$ cat src/rtl/mspi_pkg.sv
// Purpose: Constants, register layout and types for the master-only SPI mode of the serial transceiver.
// Assumes: 32-bit APB, one register per aligned word, byte address is four times the register index.
package mspi_pkg;

   localparam logic [7:0] STATUS_IDX       = 8'hc0;
   localparam logic [7:0] CONTROL_IDX      = 8'hc1;
   localparam logic [7:0] FORMAT_IDX       = 8'hc2;
   localparam logic [7:0] DIVISOR_LOW_IDX  = 8'hc4;
   localparam logic [7:0] DIVISOR_HIGH_IDX = 8'hc5;
   localparam logic [7:0] DATA_IDX         = 8'hc6;

   localparam int ADDR_W    = 12;
   localparam int DIVISOR_W = 12;
   localparam int FRAME_W   = 8;

   localparam int STAT_RX_COMPLETE = 7;
   localparam int STAT_TX_COMPLETE = 6;
   localparam int STAT_DATA_EMPTY  = 5;
   localparam int CTRL_RX_ENABLE   = 4;
   localparam int CTRL_TX_ENABLE   = 3;

   localparam logic [7:0]  FORMAT_RESET  = 8'h06;
   localparam logic [11:0] DIVISOR_RESET = 12'h000;
   localparam logic [1:0]  MODE_MASTER_SPI = 2'b11;
   localparam logic [3:0]  LAST_EDGE = 4'hf;
   localparam logic [1:0]  RX_DEPTH  = 2'h2;

   typedef struct packed {
      logic [1:0] operating_mode_sel;
      logic [2:0] spare;
      logic       bit_order_sel;
      logic       clock_phase_sel;
      logic       clock_polarity_sel;
   } format_type;

   typedef enum logic {IDLE, SHIFT} state_type;

   function automatic logic [ADDR_W-1:0] reg_addr(input logic [7:0] idx);
      reg_addr = {2'b00, idx, 2'b00};
   endfunction

endpackage

$ cat src/rtl/baud_divider.sv
// Purpose: Baud prescaler giving one enable pulse per serial clock half period.
// Assumes: Half period is divisor plus one system clocks.
// Notes:   Reload restarts the count from zero.
`timescale 1ns/1ps
module baud_divider
   import mspi_pkg::*;
(
   input  wire logic                 sys_clk_i,
   input  wire logic                 rst_n_i,
   input  wire logic                 reload_i,
   input  wire logic [DIVISOR_W-1:0] divisor_i,
   output logic                      tick_o
);
   logic [DIVISOR_W-1:0] count;
   logic [DIVISOR_W-1:0] next_count;
   logic                 next_tick;

   always_comb begin
      next_count = count + 12'h001;
      next_tick  = 1'b0;
      if (reload_i) begin
         next_count = '0;
      end else if (count == divisor_i) begin
         next_count = '0;
         next_tick  = 1'b1;
      end
   end

   always_ff @(posedge sys_clk_i or negedge rst_n_i) begin
      if (!rst_n_i) begin
         count  <= '0;
         tick_o <= 1'b0;
      end else begin
         count  <= next_count;
         tick_o <= next_tick;
      end
   end
endmodule

$ cat src/rtl/usart_master_spi_mode.sv
// Purpose: Master-only SPI engine of the serial transceiver with APB register access.
// Assumes: Serial input is synchronous to sys_clk_i; the slave answers within the half period.
// Notes:   One transmit buffer byte plus shifter, two-entry receive buffer; APB answers in one wait state.
`timescale 1ns/1ps
module usart_master_spi_mode
   import mspi_pkg::*;
(
   input  wire logic              sys_clk_i,
   input  wire logic              rst_n_i,
   input  wire logic              psel_i,
   input  wire logic              penable_i,
   input  wire logic              pwrite_i,
   input  wire logic [ADDR_W-1:0] paddr_i,
   input  wire logic [31:0]       pwdata_i,
   output logic       [31:0]      prdata_o,
   output logic                   pready_o,
   output logic                   pslverr_o,
   input  wire logic              serial_in_pin_i,
   output logic                   serial_clock_pin_o,
   output logic                   serial_out_pin_o,
   output logic                   serial_out_en_o
);
   state_type            state;
   state_type            next_state;
   format_type           fmt;
   format_type           next_fmt;
   logic [DIVISOR_W-1:0] divisor;
   logic [DIVISOR_W-1:0] next_divisor;
   logic                 receiver_enable;
   logic                 next_receiver_enable;
   logic                 transmitter_enable;
   logic                 next_transmitter_enable;
   logic [3:0]           edge_cnt;
   logic [3:0]           next_edge_cnt;
   logic [7:0]           tx_shift;
   logic [7:0]           next_tx_shift;
   logic [7:0]           rx_shift;
   logic [7:0]           next_rx_shift;
   logic [7:0]           tx_buf;
   logic [7:0]           next_tx_buf;
   logic                 tx_full;
   logic                 next_tx_full;
   logic                 tx_complete_flag;
   logic                 next_tx_complete_flag;
   logic [7:0]           rx_mem [2];
   logic [7:0]           next_rx_mem [2];
   logic                 rx_head;
   logic                 next_rx_head;
   logic [1:0]           rx_count;
   logic [1:0]           next_rx_count;
   logic                 sck;
   logic                 next_sck;
   logic                 mosi;
   logic                 next_mosi;
   logic [31:0]          next_prdata;
   logic                 next_pready;
   logic                 next_pslverr;
   logic                 tick;
   logic                 reload;
   logic                 done;
   logic                 wr;
   logic                 rd;
   logic                 spi_on;
   logic                 sample_now;
   logic                 setup_now;

   function automatic logic pick_bit(input logic [7:0] v, input logic lsb_first);
      pick_bit = lsb_first ? v[0] : v[FRAME_W-1];
   endfunction

   function automatic logic [7:0] shift_out(input logic [7:0] v, input logic lsb_first);
      shift_out = lsb_first ? {1'b1, v[7:1]} : {v[6:0], 1'b1};
   endfunction

   function automatic logic hit(input logic [ADDR_W-1:0] a, input logic [7:0] idx);
      hit = (a == reg_addr(idx));
   endfunction

   // The write or read takes effect only at the edge where pready is sampled high.
   assign done = psel_i & penable_i & pready_o;
   assign wr   = done & pwrite_i;
   assign rd   = done & ~pwrite_i;

   assign spi_on = (fmt.operating_mode_sel == MODE_MASTER_SPI) & transmitter_enable;

   // prescaler reload
   // Holding reload while idle makes the first half period of a frame a full one.
   assign reload = (wr & hit(paddr_i, DIVISOR_LOW_IDX)) | (state == IDLE);

   baud_divider u_baud (
      .sys_clk_i (sys_clk_i),
      .rst_n_i   (rst_n_i),
      .reload_i  (reload),
      .divisor_i (divisor),
      .tick_o    (tick)
   );

   always_comb begin
      sample_now = (edge_cnt[0] == fmt.clock_phase_sel);
      setup_now  = ~sample_now & (edge_cnt != LAST_EDGE);
   end

   always_comb begin
      next_pready  = psel_i & penable_i & ~pready_o;
      next_prdata  = prdata_o;
      next_pslverr = 1'b0;
      if (next_pready) begin
         next_prdata = '0;
         if (!pwrite_i) begin
            if (hit(paddr_i, STATUS_IDX)) begin
               next_prdata[STAT_RX_COMPLETE] = (rx_count != 2'h0);
               next_prdata[STAT_TX_COMPLETE] = tx_complete_flag;
               next_prdata[STAT_DATA_EMPTY]  = ~tx_full;
            end
            if (hit(paddr_i, CONTROL_IDX)) begin
               next_prdata[CTRL_RX_ENABLE] = receiver_enable;
               next_prdata[CTRL_TX_ENABLE] = transmitter_enable;
            end
            if (hit(paddr_i, FORMAT_IDX)) begin
               next_prdata[7:0] = fmt;
            end
            if (hit(paddr_i, DIVISOR_LOW_IDX)) begin
               next_prdata[7:0] = divisor[7:0];
            end
            if (hit(paddr_i, DIVISOR_HIGH_IDX)) begin
               next_prdata[3:0] = divisor[11:8];
            end
            if (hit(paddr_i, DATA_IDX)) begin
               next_prdata[7:0] = rx_mem[rx_head];
            end
         end
         next_pslverr = ~(hit(paddr_i, STATUS_IDX) | hit(paddr_i, CONTROL_IDX) | hit(paddr_i, FORMAT_IDX)
                        | hit(paddr_i, DIVISOR_LOW_IDX) | hit(paddr_i, DIVISOR_HIGH_IDX)
                        | hit(paddr_i, DATA_IDX));
      end
   end

   always_ff @(posedge sys_clk_i or negedge rst_n_i) begin
      if (!rst_n_i) begin
         prdata_o  <= '0;
         pready_o  <= 1'b0;
         pslverr_o <= 1'b0;
      end else begin
         prdata_o  <= next_prdata;
         pready_o  <= next_pready;
         pslverr_o <= next_pslverr;
      end
   end

   always_comb begin
      logic [7:0] sh;
      logic [7:0] rx;
      logic [1:0] cnt;
      logic       hd;
      sh  = tx_shift;
      rx  = rx_shift;
      cnt = rx_count;
      hd  = rx_head;
      next_state              = state;
      next_fmt                = fmt;
      next_divisor            = divisor;
      next_receiver_enable    = receiver_enable;
      next_transmitter_enable = transmitter_enable;
      next_edge_cnt           = edge_cnt;
      next_tx_buf             = tx_buf;
      next_tx_full            = tx_full;
      next_tx_complete_flag   = tx_complete_flag;
      next_rx_mem             = rx_mem;
      next_sck                = sck;
      next_mosi               = mosi;

      if (wr) begin
         if (hit(paddr_i, STATUS_IDX) && pwdata_i[STAT_TX_COMPLETE]) begin
            next_tx_complete_flag = 1'b0;
         end
         if (hit(paddr_i, CONTROL_IDX)) begin
            next_receiver_enable    = pwdata_i[CTRL_RX_ENABLE];
            next_transmitter_enable = pwdata_i[CTRL_TX_ENABLE];
            // Turning the receiver off flushes whatever it had buffered.
            if (!pwdata_i[CTRL_RX_ENABLE]) begin
               cnt = 2'h0;
            end
         end
         if (hit(paddr_i, FORMAT_IDX)) begin
            next_fmt = format_type'(pwdata_i[7:0]);
         end
         if (hit(paddr_i, DIVISOR_LOW_IDX)) begin
            next_divisor[7:0] = pwdata_i[7:0];
         end
         if (hit(paddr_i, DIVISOR_HIGH_IDX)) begin
            next_divisor[11:8] = pwdata_i[3:0];
         end
         if (hit(paddr_i, DATA_IDX) && spi_on && !tx_full) begin
            next_tx_buf  = pwdata_i[7:0];
            next_tx_full = 1'b1;
         end
      end
      if (rd && hit(paddr_i, DATA_IDX) && cnt != 2'h0) begin
         hd  = ~hd;
         cnt = cnt - 2'h1;
      end

      case (state)
         IDLE: begin
            next_sck = fmt.clock_polarity_sel;
            // data idles high
            // Raising the line here, not on the last edge, keeps it stable across a phase 1 sample edge.
            next_mosi = 1'b1;
            if (tx_full && spi_on) begin
               sh            = tx_buf;
               next_tx_full  = 1'b0;
               next_edge_cnt = 4'h0;
               next_state    = SHIFT;
               if (!fmt.clock_phase_sel) begin
                  next_mosi = pick_bit(sh, fmt.bit_order_sel);
                  sh        = shift_out(sh, fmt.bit_order_sel);
               end
            end
         end
         SHIFT: begin
            if (tick) begin
               next_sck      = ~sck;
               next_edge_cnt = edge_cnt + 4'h1;
               if (sample_now) begin
                  rx = fmt.bit_order_sel ? {serial_in_pin_i, rx[7:1]} : {rx[6:0], serial_in_pin_i};
               end
               if (setup_now) begin
                  next_mosi = pick_bit(sh, fmt.bit_order_sel);
                  sh        = shift_out(sh, fmt.bit_order_sel);
               end
               if (edge_cnt == LAST_EDGE) begin
                  if (receiver_enable && cnt != RX_DEPTH) begin
                     next_rx_mem[hd ^ cnt[0]] = rx;
                     cnt                     = cnt + 2'h1;
                  end
                  if (tx_full && spi_on) begin
                     sh            = tx_buf;
                     next_tx_full  = 1'b0;
                     next_edge_cnt = 4'h0;
                     if (!fmt.clock_phase_sel) begin
                        next_mosi = pick_bit(sh, fmt.bit_order_sel);
                        sh        = shift_out(sh, fmt.bit_order_sel);
                     end
                  end else begin
                     next_state            = IDLE;
                     next_tx_complete_flag = 1'b1;
                  end
               end
            end
         end
         default: begin
            next_state = IDLE;
         end
      endcase
      next_tx_shift = sh;
      next_rx_shift = rx;
      next_rx_count = cnt;
      next_rx_head  = hd;
   end

   always_ff @(posedge sys_clk_i or negedge rst_n_i) begin
      if (!rst_n_i) begin
         state              <= IDLE;
         fmt                <= format_type'(FORMAT_RESET);
         divisor            <= DIVISOR_RESET;
         receiver_enable    <= 1'b0;
         transmitter_enable <= 1'b0;
         edge_cnt           <= 4'h0;
         tx_shift           <= 8'hff;
         rx_shift           <= 8'h00;
         tx_buf             <= 8'h00;
         tx_full            <= 1'b0;
         tx_complete_flag   <= 1'b0;
         rx_mem[0]          <= 8'h00;
         rx_mem[1]          <= 8'h00;
         rx_head            <= 1'b0;
         rx_count           <= 2'h0;
         sck                <= 1'b0;
         mosi               <= 1'b1;
      end else begin
         state              <= next_state;
         fmt                <= next_fmt;
         divisor            <= next_divisor;
         receiver_enable    <= next_receiver_enable;
         transmitter_enable <= next_transmitter_enable;
         edge_cnt           <= next_edge_cnt;
         tx_shift           <= next_tx_shift;
         rx_shift           <= next_rx_shift;
         tx_buf             <= next_tx_buf;
         tx_full            <= next_tx_full;
         tx_complete_flag   <= next_tx_complete_flag;
         rx_mem             <= next_rx_mem;
         rx_head            <= next_rx_head;
         rx_count           <= next_rx_count;
         sck                <= next_sck;
         mosi               <= next_mosi;
      end
   end

   // Clock and data pins are plain copies of the state flops and the enable pin is registered too, so they stay glitch free.
   always_ff @(posedge sys_clk_i or negedge rst_n_i) begin
      if (!rst_n_i) begin
         serial_clock_pin_o <= 1'b0;
         serial_out_pin_o   <= 1'b1;
         serial_out_en_o    <= 1'b0;
      end else begin
         serial_clock_pin_o <= next_sck;
         serial_out_pin_o   <= next_mosi;
         serial_out_en_o    <= next_transmitter_enable | (next_state == SHIFT);
      end
   end
endmodule

$ cat config.mk
export PLATFORM = sky130hd
export DESIGN_NAME = usart_master_spi_mode
export DESIGN_NICKNAME = d
export VERILOG_FILES = /design/src/rtl/mspi_pkg.sv /design/src/rtl/baud_divider.sv /design/src/rtl/usart_master_spi_mode.sv
export SDC_FILE = /design/constraint.sdc
export NUM_CORES = 1
export LEC_CHECK = 0
export ABC_AREA = 1
export BUFFER_PORTS_ARGS = -buffer_cell sky130_fd_sc_hd__buf_2
export CORE_MARGIN = 5
export CORE_UTILIZATION = 50
export DETAILED_ROUTE_END_ITERATION = 16
export PLACE_DENSITY = 0.8
export REMOVE_ABC_BUFFERS = 1
export SYNTH_ARGS = -nofsm -noshare
export SYNTH_HDL_FRONTEND = slang
export SYNTH_SLANG_ARGS = --single-unit
$ cat constraint.sdc
create_clock -name sys_clk_i -period 7.5 [get_ports sys_clk_i]
set_input_delay 0.375 -clock sys_clk_i [delete_from_list [all_inputs] [get_ports sys_clk_i]]
set_output_delay 0.375 -clock sys_clk_i [all_outputs]
set_load 0.02 [all_outputs]
==> implementation parameters, run 1 <==
Parameter                              Value

Drt
  Number of antenna-violating nets in the routed design ... 0
  # DRC ... 0
  Wire length per cell after detailed routing ... 14.8 µm
  Routed length on met2 ... 6.11 mm
  Total met3 wirelength after detailed routing ... 891 µm
  Via count ... 4729
  Highest signal layer in the routed design ... met4
  TritonRoute pass-1 iters ... 7
  Via count normalized by instance count ... 5.42
  DRC violation total after the first TritonRoute iteration ... 430
  Aggregate routed wire length ... 12.9 mm
  Detailed-routing wirelength on met1 ... 5.31 mm

Setup path
  R2R cell count ... 16
  Worst Path Max Fanout ... 20
  CP arrival ... 3500 ps
  Slowest stage cell, crit path ... nor3_4
  Required time of the critical path ... 7790 ps
  Reg-to-reg endpoint ... rx_count[1]
  Startpoint of the lowest-slack register-to-register path ... pready_o
  List of cells traversed by the critical path ... nand3_1, nor2_4, nand4_4, nand2_4, ha_1, nor2_1, nand2_1, nor2_4, inv_1, nand2_1, nand2_1, ha_1, nor3_4, inv_1, or2_2, nand2_1
  Crit path capture type ... flip-flop
  Launching element type of the critical path ... flip-flop
  Longest individual stage delay on the worst path ... 680 ps
  Crit Path Class ... flip-flop to flip-flop
  Most frequent CP cell ... nand2_1
  Register-to-register path setup slack ... 4290 ps

Finish
  Layout-stage area growth over the synthesis result ... 8.39%
  Multi-input gate area ... 2680 µm²
  Number of nets in the layout ... 781
  Sequential cell area in the final layout ... 2470 µm²
  Filler cell count ... 999
  Layout cell share with drive strength beyond 1 ... 0.161
  Ant. Diodes ... 0

Clocking
  Clock-pin slew reported for the worst setup and hold paths after clock tree synthesis ... 60 ps
  Sinks on Clock Net ... 98
  Number of buffers inserted to repair setup after CTS ... 0
  Depth of the CTS H-tree ... 3
  Post-CTS Resized ... 0
  Clock tree from TritonCTS ... done
  Clock Tree Buf Depth ... 2
  Cts bufs inserted ... 9
  Root Buffer ... clkbuf_16
  Insertion delay of the later-clocked pin in the worst-skew pair ... 350 ps

Global route
  Maximum number of pins on one net before global-route repair ... 64
  Number of antenna violations at the first check in global routing ... 0
  Via count of the first global-routing pass ... 4638
  GRT Residual Overflow ... 0
  Total routing usage reported by global routing ... 0.201
  Global-route wire length before repair ... 21.4 mm

Floorplanning
  Die Footprint ... 13500 µm²
  Standard cell core area ... 10900 µm²
  Die Ht ... 116 µm
  Initial cell density of the core ... 0.514
  Top-Level Pins ... 87
  Row cnt ... 38
  Die Span X ... 116 µm

Place
  Port Buf Inserts ... 38
  Placer Congestion ... 0.886
  Estimated wirelength of the detail-placed design ... 9.20 mm
  Setup Slack @ Placement ... 3810 ps

STA
  Number of pins with negative max-slew slack in the final report ... 0
  Setup repair after global routing missed its margin ... false
  FMAX ... 311 MHz
  Final Hold Fails ... 0
  Period Utilization, post-route ... 0.428
  Normalized max-slew margin ... 0.451
  Setup slack of the critical path after layout ... 4290 ps
  Minimum period implied by the final worst setup slack ... 3210 ps
  Worst-margin pin slew ... 820 ps
  Final count of negative-setup-slack endpoints ... 0
  Final sum of negative setup slack ... 0 ps
  Worst clock skew ... 8.38 ps

Yosys
  Synth Area per Inst ... 8.04 µm²
  Number of distinct library cell variants in the gate-level netlist after synthesis ... 44
  Flip-flop and latch count after synthesis ... 98
  Count of warnings emitted by yosys ... 0
  EDFF count, synth ... 0
  Gate count after technology mapping ... 699
  Most used DFF post-synth ... dfrtp_1
  Async set or reset register ratio after synthesis ... 1.00
  Post-synthesis sequential area ratio ... 0.439
  Cell area after synthesis ... 5620 µm²

Status
  Status ... finished clean

Flow run
  MaxCap Viol Count ... 0

Min path
  Count of cells along the worst hold path ... 3
  Worst min-delay path category ... input port to flip-flop
  Worst Min Path Start ... pwdata_i[3]
  Min-Delay Endpoint ... transmitter_enable

Power
  Leakage power ... 2.98 nW
  Worst supply voltage drop on vdd ... 0.121 mV
  Total power density per cell area ... 180 nW/µm²
==> cells in the mapped netlist (3+ instances only) <==
cell | number | share of area
buf_6 | 6 | 0.012
nand2_2 | 8 | 0.0089
o21ai_1 | 16 | 0.014
ha_1 | 4 | 0.0089
xnor2_1 | 6 | 0.0094
inv_2 | 6 | 0.0040
buf_4 | 26 | 0.035
nand4_1 | 24 | 0.027
nor2_4 | 8 | 0.016
a21oi_1 | 6 | 0.0053
dfrtp_1 | 87 | 0.39
clkbuf_1 | 5 | 0.0033
nor2_1 | 52 | 0.035
nor3_1 | 6 | 0.0053
nand2_1 | 201 | 0.13
inv_1 | 54 | 0.036
or2_2 | 3 | 0.0033
xor2_1 | 13 | 0.020
nand2_4 | 5 | 0.010
o211ai_1 | 17 | 0.023
dfstp_2 | 11 | 0.051
o21ai_2 | 11 | 0.017
buf_2 | 8 | 0.0071
o21ai_0 | 60 | 0.053
nand3_1 | 31 | 0.028
==> registers in the layout, summed over array words and instances (netlist names) <==
| name | cells |
|---|---|
| receiver_enable | 1 |
| state | 1 |
| serial_out_en_o | 1 |
| rx_mem | 16 |
| u_baud.count | 12 |
| rx_count | 2 |
| tx_full | 1 |
| edge_cnt | 4 |
| tx_buf | 8 |
| serial_clock_pin_o | 1 |
| serial_out_pin_o | 1 |
| pready_o | 1 |
| u_baud.tick_o | 1 |
| rx_head | 1 |
| fmt | 8 |
| pslverr_o | 1 |
| prdata_o | 8 |
| divisor | 12 |
| tx_complete_flag | 1 |
| tx_shift | 8 |
| rx_shift | 8 |
| transmitter_enable | 1 |
==> critical path, delay by kind of cell, from the launching register on <==
| kind | cells | cell delay [ps] |
|---|---|---|
| AND/OR/NAND/NOR | 12 | 2070 |
| flip-flops | 1 | 380 |
| adder cells (fa/ha/maj) | 2 | 440 |
| buffers and inverters | 2 | 250 |
==> final cells by class <==
class / instances / area share
multi-input combinational: 518 / 0.441
clock inverter: 4 / 0.0121
sequential: 98 / 0.405
tap: 140 / 0.0288
inverter: 60 / 0.0370
timing repair buffer: 40 / 0.0345
clock buffer: 12 / 0.0421
==> metrics by stage <==
step | util | area, µm² | hold WS [ps] | power [mW] | instances
6_report | 0.557 | 6090 | 301 | 1.10 | 872
5_1_grt | 0.557 | 6090 | 328 | 1.13 | 872
4_1_cts | 0.556 | 6080 | 303 | 1.10 | 872
3_5_place_dp | 0.525 | 5740 | 353 | 0.599 | 855
3_3_place_gp | 0.525 | 5740 | 345 | 0.597 | 855
2_1_floorplan | - | 5370 | 79.4 | 0.572 | 676
==> worst max-delay path by stage <==
stage | start | end | slack [ps] | cells after the start
CTS | pready_o | rx_count[1] | 3920 | 16
floorplan | pready_o | rx_count[1] | 4310 | 16
finish | pready_o | rx_count[1] | 4290 | 16
global route | pready_o | rx_count[1] | 4000 | 16
global placement | paddr_i[11] | rx_count[1] | 3930 | 17
detailed placement | paddr_i[11] | rx_count[1] | 3810 | 17
==> cells in the final DEF (no fill, tap or decap), types with 3 or more instances in the layout <==
cell	instances
o21ai_1	16
conb_1	24
nand4_1	24
a21oi_1	6
inv_1	54
buf_2	37
nand3_1	31
ha_1	4
nand2_1	201
nor3_1	6
xnor2_1	6
inv_2	6
dfrtp_1	87
o21ai_2	11
nor2_1	52
xor2_1	13
nand2_2	8
nand2_4	5
dfstp_2	11
clkbuf_16	9
or2_2	3
o211ai_1	17
o21ai_0	60
nor2_4	8
==> where the power goes <==
| part | leakage [nW] | switching (mW) | internal, mW |
|---|---|---|---|
| logic | 1.54 | 0.0408 | 0.0113 |
| registers | 1.28 | 0.00309 | 0.534 |
| clock network | 0.163 | 0.198 | 0.311 |
| total | 2.98 | 0.242 | 0.856 |
==> logic make-up (layout without fill, tap and decap cells) <==
family,count (synthesis),in the layout,synth area share
AOI/OAI and AO/OA,120,120,0.128
xor gates and xnor gates,20,20,0.0325
adders and majority gates,4,4,0.00891
buffers and inverters,106,116,0.100
DFF,98,98,0.439
other,1,24,0.000667
and+or+nand+nor,350,350,0.291
==> per-layer routing <==
metal | vias to the layer above | GRT usage
met2 | 187 | 0.328
li1 | 2299 | -
met1 | 2203 | 0.252
met4 | 0 | 0.112
met3 | 40 | 0.0371
met5 | - | 0
==> what timing repair did <==
action / CTS / global route
endpoints found under the setup margin: 0 / 0
endpoints found under the hold margin: 35 / 0
hold buffers: 1 / 0
Note: power is estimated with default switching activity, not from simulation.
==> inputs of run 2 (changes only) <==
--- a/config.mk
+++ b/config.mk
@@ -10,7 +10,7 @@
 export CORE_MARGIN = 5
 export CORE_UTILIZATION = 50
 export DETAILED_ROUTE_END_ITERATION = 16
-export PLACE_DENSITY = 0.8
+export PLACE_DENSITY = 0.82
 export REMOVE_ABC_BUFFERS = 1
 export SYNTH_ARGS = -nofsm -noshare
 export SYNTH_HDL_FRONTEND = slang
==> constraint.sdc (replaced) <==
create_clock -name sys_clk_i -period 2.6 [get_ports sys_clk_i]
set_input_delay 0.13 -clock sys_clk_i [delete_from_list [all_inputs] [get_ports sys_clk_i]]
set_output_delay 0.13 -clock sys_clk_i [all_outputs]
set_load 0.02 [all_outputs]
==> run 2 against run 1 <==
Compared with the run above: worst setup slack worse by 4100 ps; worst hold slack worse by 220 ps; maximum frequency is 31% higher; clock skew is 3.2 ps lower; non-clock buffer count is 21 higher; via count is 1.3% higher; highest routed layer unchanged.
==> implementation parameters, run 2 (synthesized netlist as in run 1, its figures left out) <==
Parameter                              Value

Finish
  Layout cell share with drive strength beyond 1 ... 0.195 (+0.0340)
  Most common cell after layout, fill and taps aside ... nand2_1
  Commonest cells after routing, fill and taps aside ... nand2_1, dfrtp_1, o21ai_0
  Layout-stage area growth over the synthesis result ... 11.0%
  Fin area ... 6240 µm² (+2.4%)
  Ant. Diodes ... 0 (unchanged)
  Flip-flop count of the largest register after layout ... 16 (unchanged)
  Register with the highest flop count ... rx_mem
  Largest registers ranked by flip-flop count ... rx_mem (16), divisor (12), u_baud.count (12)
  Number of nets in the layout ... 802 (+2.7%)

Global route
  Total routing usage reported by global routing ... 0.197 (-0.00432)
  Global-route wire length before repair ... 21.1 mm (-1.6%)
  Via count of the first global-routing pass ... 4421 (-4.7%)
  GRT Residual Overflow ... 0 (unchanged)
  Maximum number of pins on one net before global-route repair ... 55 (-14%)
  Number of antenna violations at the first check in global routing ... 0 (unchanged)

STA
  Worst-margin pin slew ... 751 ps (-69.8 ps)
  Period Utilization, post-route ... 0.941 (+0.512)
  Worst clock skew ... 5.14 ps (-3.24 ps)
  Normalized max-slew margin ... 0.497 (+0.0458)
  Final count of negative-setup-slack endpoints ... 0 (unchanged)
  Worst hold slack across all endpoints ... 78.0 ps (-223 ps)
  FMAX ... 409 MHz (+31%)
  Number of pins with negative max-slew slack in the final report ... 0 (unchanged)
  Final Hold Fails ... 0 (unchanged)
  Minimum period implied by the final worst setup slack ... 2450 ps (-765 ps)

Place
  Post-DP Area ... 5850 µm² (+1.8%)
  Placer Congestion ... 0.927 (+4.6%)
  Estimated wirelength of the detail-placed design ... 9.06 mm (-1.5%)
  Port Buf Inserts ... 38 (unchanged)

Setup path
  Crit path capture type ... flip-flop
  Register-to-register path setup slack ... 150 ps (-4130 ps)
  Crit Path Class ... flip-flop to flip-flop
  Worst Path Max Fanout ... 8 (-60%)
  Required time of the critical path ... 2830 ps (-4960 ps)
  CP arrival ... 2670 ps (-830 ps)
  Launching element type of the critical path ... flip-flop

Floorplanning
  Initial cell density of the core ... 0.514 (unchanged)
  Die Footprint ... 13500 µm² (unchanged)
  Top-Level Pins ... 87 (unchanged)
  Row cnt ... 38 (unchanged)
  Die Ht ... 116 µm (unchanged)
  Die Span X ... 116 µm (unchanged)
  Standard cell core area ... 10900 µm² (unchanged)

Drt
  # DRC ... 0 (unchanged)
  Routed length on met2 ... 6.13 mm (+0.34%)
  Wire length per cell after detailed routing ... 14.3 µm (-2.8%)
  Detailed-routing wirelength on met1 ... 5.52 mm (+4.0%)
  Total met3 wirelength after detailed routing ... 741 µm (-17%)
  Via count ... 4790 (+1.3%)
  Highest signal layer in the routed design ... met4
  Number of antenna-violating nets in the routed design ... 0 (unchanged)
  Aggregate routed wire length ... 12.8 mm (-0.47%)
  Via count normalized by instance count ... 5.36 (-1.1%)
  TritonRoute pass-1 iters ... 5 (-2)
  DRC violation total after the first TritonRoute iteration ... 414 (-3.7%)

Clocking
  Insertion delay of the later-clocked pin in the worst-skew pair ... 340 ps (about the same)
  Clock tree from TritonCTS ... done
  Sinks on Clock Net ... 98 (unchanged)
  Cts bufs inserted ... 9 (unchanged)
  Clock Tree Buf Depth ... 2 (unchanged)
  Root Buffer ... clkbuf_16
  Depth of the CTS H-tree ... 3 (unchanged)
  Clock-pin slew reported for the worst setup and hold paths after clock tree synthesis ... 60 ps (about the same)

Min path
  Worst min-delay path category ... input port to flip-flop

Power
  Total power density per cell area ... 471 nW/µm² (+160%)
  Leakage power ... 3.05 nW (+2.5%)
  Worst supply voltage drop on vdd ... 0.270 mV (+120%)
  Post-layout total power ... 2.94 mW (+170%)

Status
  Status ... finished clean

Flow run
  MaxCap Viol Count ... 0 (unchanged)
run 2: cell types whose count changed in the layout (fill, tap and decap cells not counted), moves of 2 or more:
| cell | previous run | this run |
|---|---|---|
| buf_4 | 2 | 21 |
| bufinv_16 | 2 | 0 |
| clkinvlp_4 | 0 | 3 |
| nand2_1 | 201 | 195 |
| nand2_2 | 8 | 13 |
run 2: critical path, cell delays in order (launching register included):
cell and delay [ps]:
dfrtp_1 370, nand3_2 110, nor2_4 160, nand4_4 130
nand2_4 110, ha_1 140, nor2_1 40, nand2_1 90
nor2_4 60, buf_4 130, nand2_1 60, o21ai_2 70
ha_2 190, nor3_4 190, buf_4 190, nand3_4 140
nand2_2 110, nand2_1 60
run 2: worst paths after layout:
check                      depth (start not counted)   startpoint                 end
hold reg to reg                                    2   rx_mem[13]          rx_mem[13]
hold / removal                                     3  pwdata_i[3]  transmitter_enable
max in group asynchronous                          3      rst_n_i              fmt[2]
setup / recovery                                  17     pready_o           rx_mem[7]
min in group asynchronous                          2      rst_n_i         rx_shift[1]
setup reg to reg                                  17     pready_o           rx_mem[7]
run 2: area by class of cell:
type / count / area, µm²
flip-flops and latches: 98 / 2470
repair buffers: 61 / 384
clock inverters: 4 / 27.5
well taps: 140 / 175
fillers: 972 / 4700
inverters: 60 / 225
clock buffers: 12 / 246
multi-input cells: 518 / 2710
run 2: report_power, final:
part           switching [mW]  internal (mW)  total (mW)
clock                   0.560          0.674        1.23
sequential            0.00851           1.54        1.55
combinational           0.120         0.0376       0.157
run 2: layer usage:
metal / up-vias / global-route usage
li1: 2347 / -
met1: 2232 / 0.257
met2: 179 / 0.323
met3: 32 / 0.0277
met4: 0 / 0.0936
met5: - / 0
run 2: metrics by stage:
stage | cells | TNS, ps | worst slack, ps | utilization
after floorplan | 676 | -8380 | -587 | -
final | 893 | 0 | 154 | 0.570
after detailed placement | 867 | -22.4 | -18.5 | 0.535
after global placement | 867 | 0 | 83.7 | 0.535
after global routing | 893 | -0.229 | -0.229 | 0.570
after CTS | 887 | 0 | 20.0 | 0.563
run 2: repair_timing:
item                                   CTS  global route
setup buffers                            3             6
hold buffers                             1             0
cloned                                   0             0
endpoints found under the hold margin   44             0
resized for setup                        0            12
setup endpoints to repair               16            18
pin swaps                                2             9
==> inputs of run 3 (changes only) <==
--- a/config.mk
+++ b/config.mk
@@ -7,10 +7,12 @@
 export LEC_CHECK = 0
 export ABC_AREA = 1
 export BUFFER_PORTS_ARGS = -buffer_cell sky130_fd_sc_hd__buf_2
+export CELL_PAD_IN_SITES_DETAIL_PLACEMENT = 1
+export CELL_PAD_IN_SITES_GLOBAL_PLACEMENT = 2
 export CORE_MARGIN = 5
-export CORE_UTILIZATION = 50
+export CORE_UTILIZATION = 30
 export DETAILED_ROUTE_END_ITERATION = 16
-export PLACE_DENSITY = 0.82
+export PLACE_DENSITY = 0.84
 export REMOVE_ABC_BUFFERS = 1
 export SYNTH_ARGS = -nofsm -noshare
 export SYNTH_HDL_FRONTEND = slang
==> run 3 against run 2 <==
Compared with the run above: sequential share of layout area fell by 1.0 points; clock-buffer cell count shrank 3; total power up 5.6%; sequential power barely moved; highest routed layer unchanged; critical path depth stayed put; final area rose by 2.6%; final cell count grew 11%; largest power group unchanged; largest cell class unchanged.
==> implementation parameters, run 3 (synthesized netlist as in run 1, its figures left out) <==
Parameter                              Value

Clocking
  Insertion delay of the later-clocked pin in the worst-skew pair ... 360 ps (+20 ps)
  Clock-pin slew reported for the worst setup and hold paths after clock tree synthesis ... 70 ps (about the same)
  Depth of the CTS H-tree ... 3 (unchanged)
  Clock tree from TritonCTS ... done
  Clock Tree Buf Depth ... 2 (unchanged)
  Cts bufs inserted ... 9 (unchanged)
  Sinks on Clock Net ... 98 (unchanged)
  Root Buffer ... clkbuf_16

Drt
  # DRC ... 0 (unchanged)
  Detailed-routing wirelength on met1 ... 7.34 mm (+33%)
  Wire length per cell after detailed routing ... 15.5 µm (+7.9%)
  Routed length on met2 ... 7.21 mm (+18%)
  Number of antenna-violating nets in the routed design ... 0 (unchanged)
  Highest signal layer in the routed design ... met4
  Via count normalized by instance count ... 4.76 (-11%)
  DRC violation total after the first TritonRoute iteration ... 243 (-41%)
  TritonRoute pass-1 iters ... 6 (+1)
  Via count ... 4701 (-1.9%)
  Total met3 wirelength after detailed routing ... 474 µm (-36%)
  Aggregate routed wire length ... 15.3 mm (+19%)

Place
  Placer Congestion ... 0.812 (-12%)
  Port Buf Inserts ... 38 (unchanged)
  Post-DP Area ... 6010 µm² (+2.7%)
  Number of instances in the placed design ... 965 (+11%)
  Estimated wirelength of the detail-placed design ... 11.2 mm (+24%)

Setup path
  Required time of the critical path ... 2850 ps (+20 ps)
  Crit path capture type ... flip-flop
  Worst path buffer plus inverter count ... 2 (unchanged)
  Longest individual stage delay on the worst path ... 370 ps (about the same)
  List of cells traversed by the critical path ... nand3_2, nor2_4, nand4_4, nand2_2, ha_1, nor2_1, nand2_1, nor2_4, buf_4, nand2_2, nand2_1, ha_2, nor3_4, buf_6, nand3_4, nand2_1, nand2_1
  Worst Path Max Fanout ... 8 (unchanged)
  Launching element type of the critical path ... flip-flop
  Crit-path leading delay family ... simple AND/OR/NAND/NOR gates
  Slowest stage cell, crit path ... dfrtp_1
  Crit Path Class ... flip-flop to flip-flop
  Most frequent CP cell ... nand2_1
  CP arrival ... 2680 ps (about the same)

STA
  Worst-margin pin slew ... 692 ps (-58.3 ps)
  FMAX ... 412 MHz (+0.71%)
  Final count of negative-setup-slack endpoints ... 0 (unchanged)
  Worst clock skew ... 11.8 ps (+6.66 ps)
  Period Utilization, post-route ... 0.934 (-0.00660)
  Minimum period implied by the final worst setup slack ... 2430 ps (-17.2 ps)
  Final Hold Fails ... 0 (unchanged)
  Number of pins with negative max-slew slack in the final report ... 0 (unchanged)
  Normalized max-slew margin ... 0.539 (+0.0413)

Finish
  Flip-flop count of the largest register after layout ... 16 (unchanged)
  Most common cell after layout, fill and taps aside ... nand2_1
  Layout-stage area growth over the synthesis result ... 13.9%
  Commonest cells after routing, fill and taps aside ... nand2_1, dfrtp_1, o21ai_0
  Fin area ... 6400 µm² (+2.6%)
  Register with the highest flop count ... rx_mem
  Ant. Diodes ... 0 (unchanged)
  Largest registers ranked by flip-flop count ... rx_mem (16), divisor (12), u_baud.count (12)
  Final std cells w/o fill ... 988 (+11%)
  Filler cell count ... 2241 (+130%)
  Number of nets in the layout ... 803 (+0.12%)
  Layout cell share with drive strength beyond 1 ... 0.200 (+0.00505)

Global route
  GRT Residual Overflow ... 0 (unchanged)
  Number of antenna violations at the first check in global routing ... 0 (unchanged)
  Via count of the first global-routing pass ... 4881 (+10%)
  Global-route wire length before repair ... 25.8 mm (+22%)
  Total routing usage reported by global routing ... 0.148 (-0.0489)
  Maximum number of pins on one net before global-route repair ... 50 (-9.1%)

Floorplanning
  Standard cell core area ... 18600 µm² (+70%)
  Top-Level Pins ... 87 (unchanged)
  Initial cell density of the core ... 0.302 (-0.211)
  Die Span X ... 147 µm (+27%)
  Row cnt ... 50 (+32%)
  Die Ht ... 147 µm (+27%)
  Die Footprint ... 21600 µm² (+60%)

Power
  Worst supply voltage drop on vdd ... 0.215 mV (-20%)
  Leakage power ... 3.07 nW (+0.80%)
  Total power density per cell area ... 485 nW/µm² (+2.9%)

Status
  Status ... finished clean

Min path
  Worst min-delay path category ... input port to flip-flop

Flow run
  MaxCap Viol Count ... 0 (unchanged)
[run 3: cell count changes in the layout (fill, tap and decap cells not counted), sizes merged]
cell | previous run | this run
buf | 60 | 61
bufinv | 0 | 1
clkbuf | 12 | 9
clkinv | 1 | 2
clkinvlp | 3 | 2
inv | 60 | 62
[run 3: power by group]
part / internal, mW / switching, mW / leakage [nW] / total (mW)
registers: 1.54 / 0.0104 / 1.28 / 1.55
clock network: 0.754 / 0.640 / 0.142 / 1.39
logic: 0.0397 / 0.122 / 1.66 / 0.161
total: 2.33 / 0.772 / 3.07 / 3.10
[run 3: area by class of cell]
cell class,instances,area (µm²),share of cell area
Clock buffer,9,225,0.0352
Clock inverter,7,76.3,0.0119
Inverter,60,225,0.0352
Multi-Input combinational cell,518,2710,0.423
Sequential cell,98,2470,0.385
Tap cell,234,293,0.0458
Timing Repair Buffer,62,404,0.0632
[run 3: through the flow]
stage / worst slack, ps / utilization / hold WS [ps] / TNS [ps] / power [mW]
after floorplan: -587 / - / -166 / -8380 / 1.65
final: 172 / 0.344 / 66.3 / 0 / 3.10
after detailed placement: -32.4 / 0.323 / 228 / -186 / 1.74
after global placement: 33.4 / 0.323 / 223 / 0 / 1.74
after global routing: -3.35 / 0.344 / 83.7 / -3.35 / 3.23
after CTS: 28.5 / 0.342 / 64.1 / 0 / 3.15
[run 3: final timing paths]
check / from / endpoint / slack (ps) / cells past startpoint
worst max-delay path: pready_o / rx_mem[13] / 170 / 17
worst min-delay path: pwdata_i[3] / transmitter_enable / 70 / 3
worst max register to register: pready_o / rx_mem[13] / 170 / 17
worst min register to register: tx_shift[0] / tx_shift[0] / 470 / 2
max in group asynchronous: rst_n_i / tx_shift[5] / 1480 / 3
min in group asynchronous: rst_n_i / prdata_o[2] / 360 / 2
[run 3: worst min-delay path, delay by kind of cell]
family | cells | cell delay (ps)
AND/OR/NAND/NOR | 2 | 150
buffers and inverters | 1 | 110
[run 3: layer usage]
metal / global-route usage / vias up
li1: - / 2339
met1: 0.198 / 2275
met2: 0.241 / 73
met3: 0.0262 / 14
met4: 0.0508 / 0
met5: 0 / -
[run 3: repair_timing]
| item | CTS | global route |
|---|---|---|
| gates resized for setup | 2 | 10 |
| pin swaps | 3 | 8 |
| setup endpoints to repair | 16 | 17 |
| buffers inserted | 3 | 3 |
| endpoints found under the hold margin | 47 | 0 |
| hold buffers | 1 | 0 |
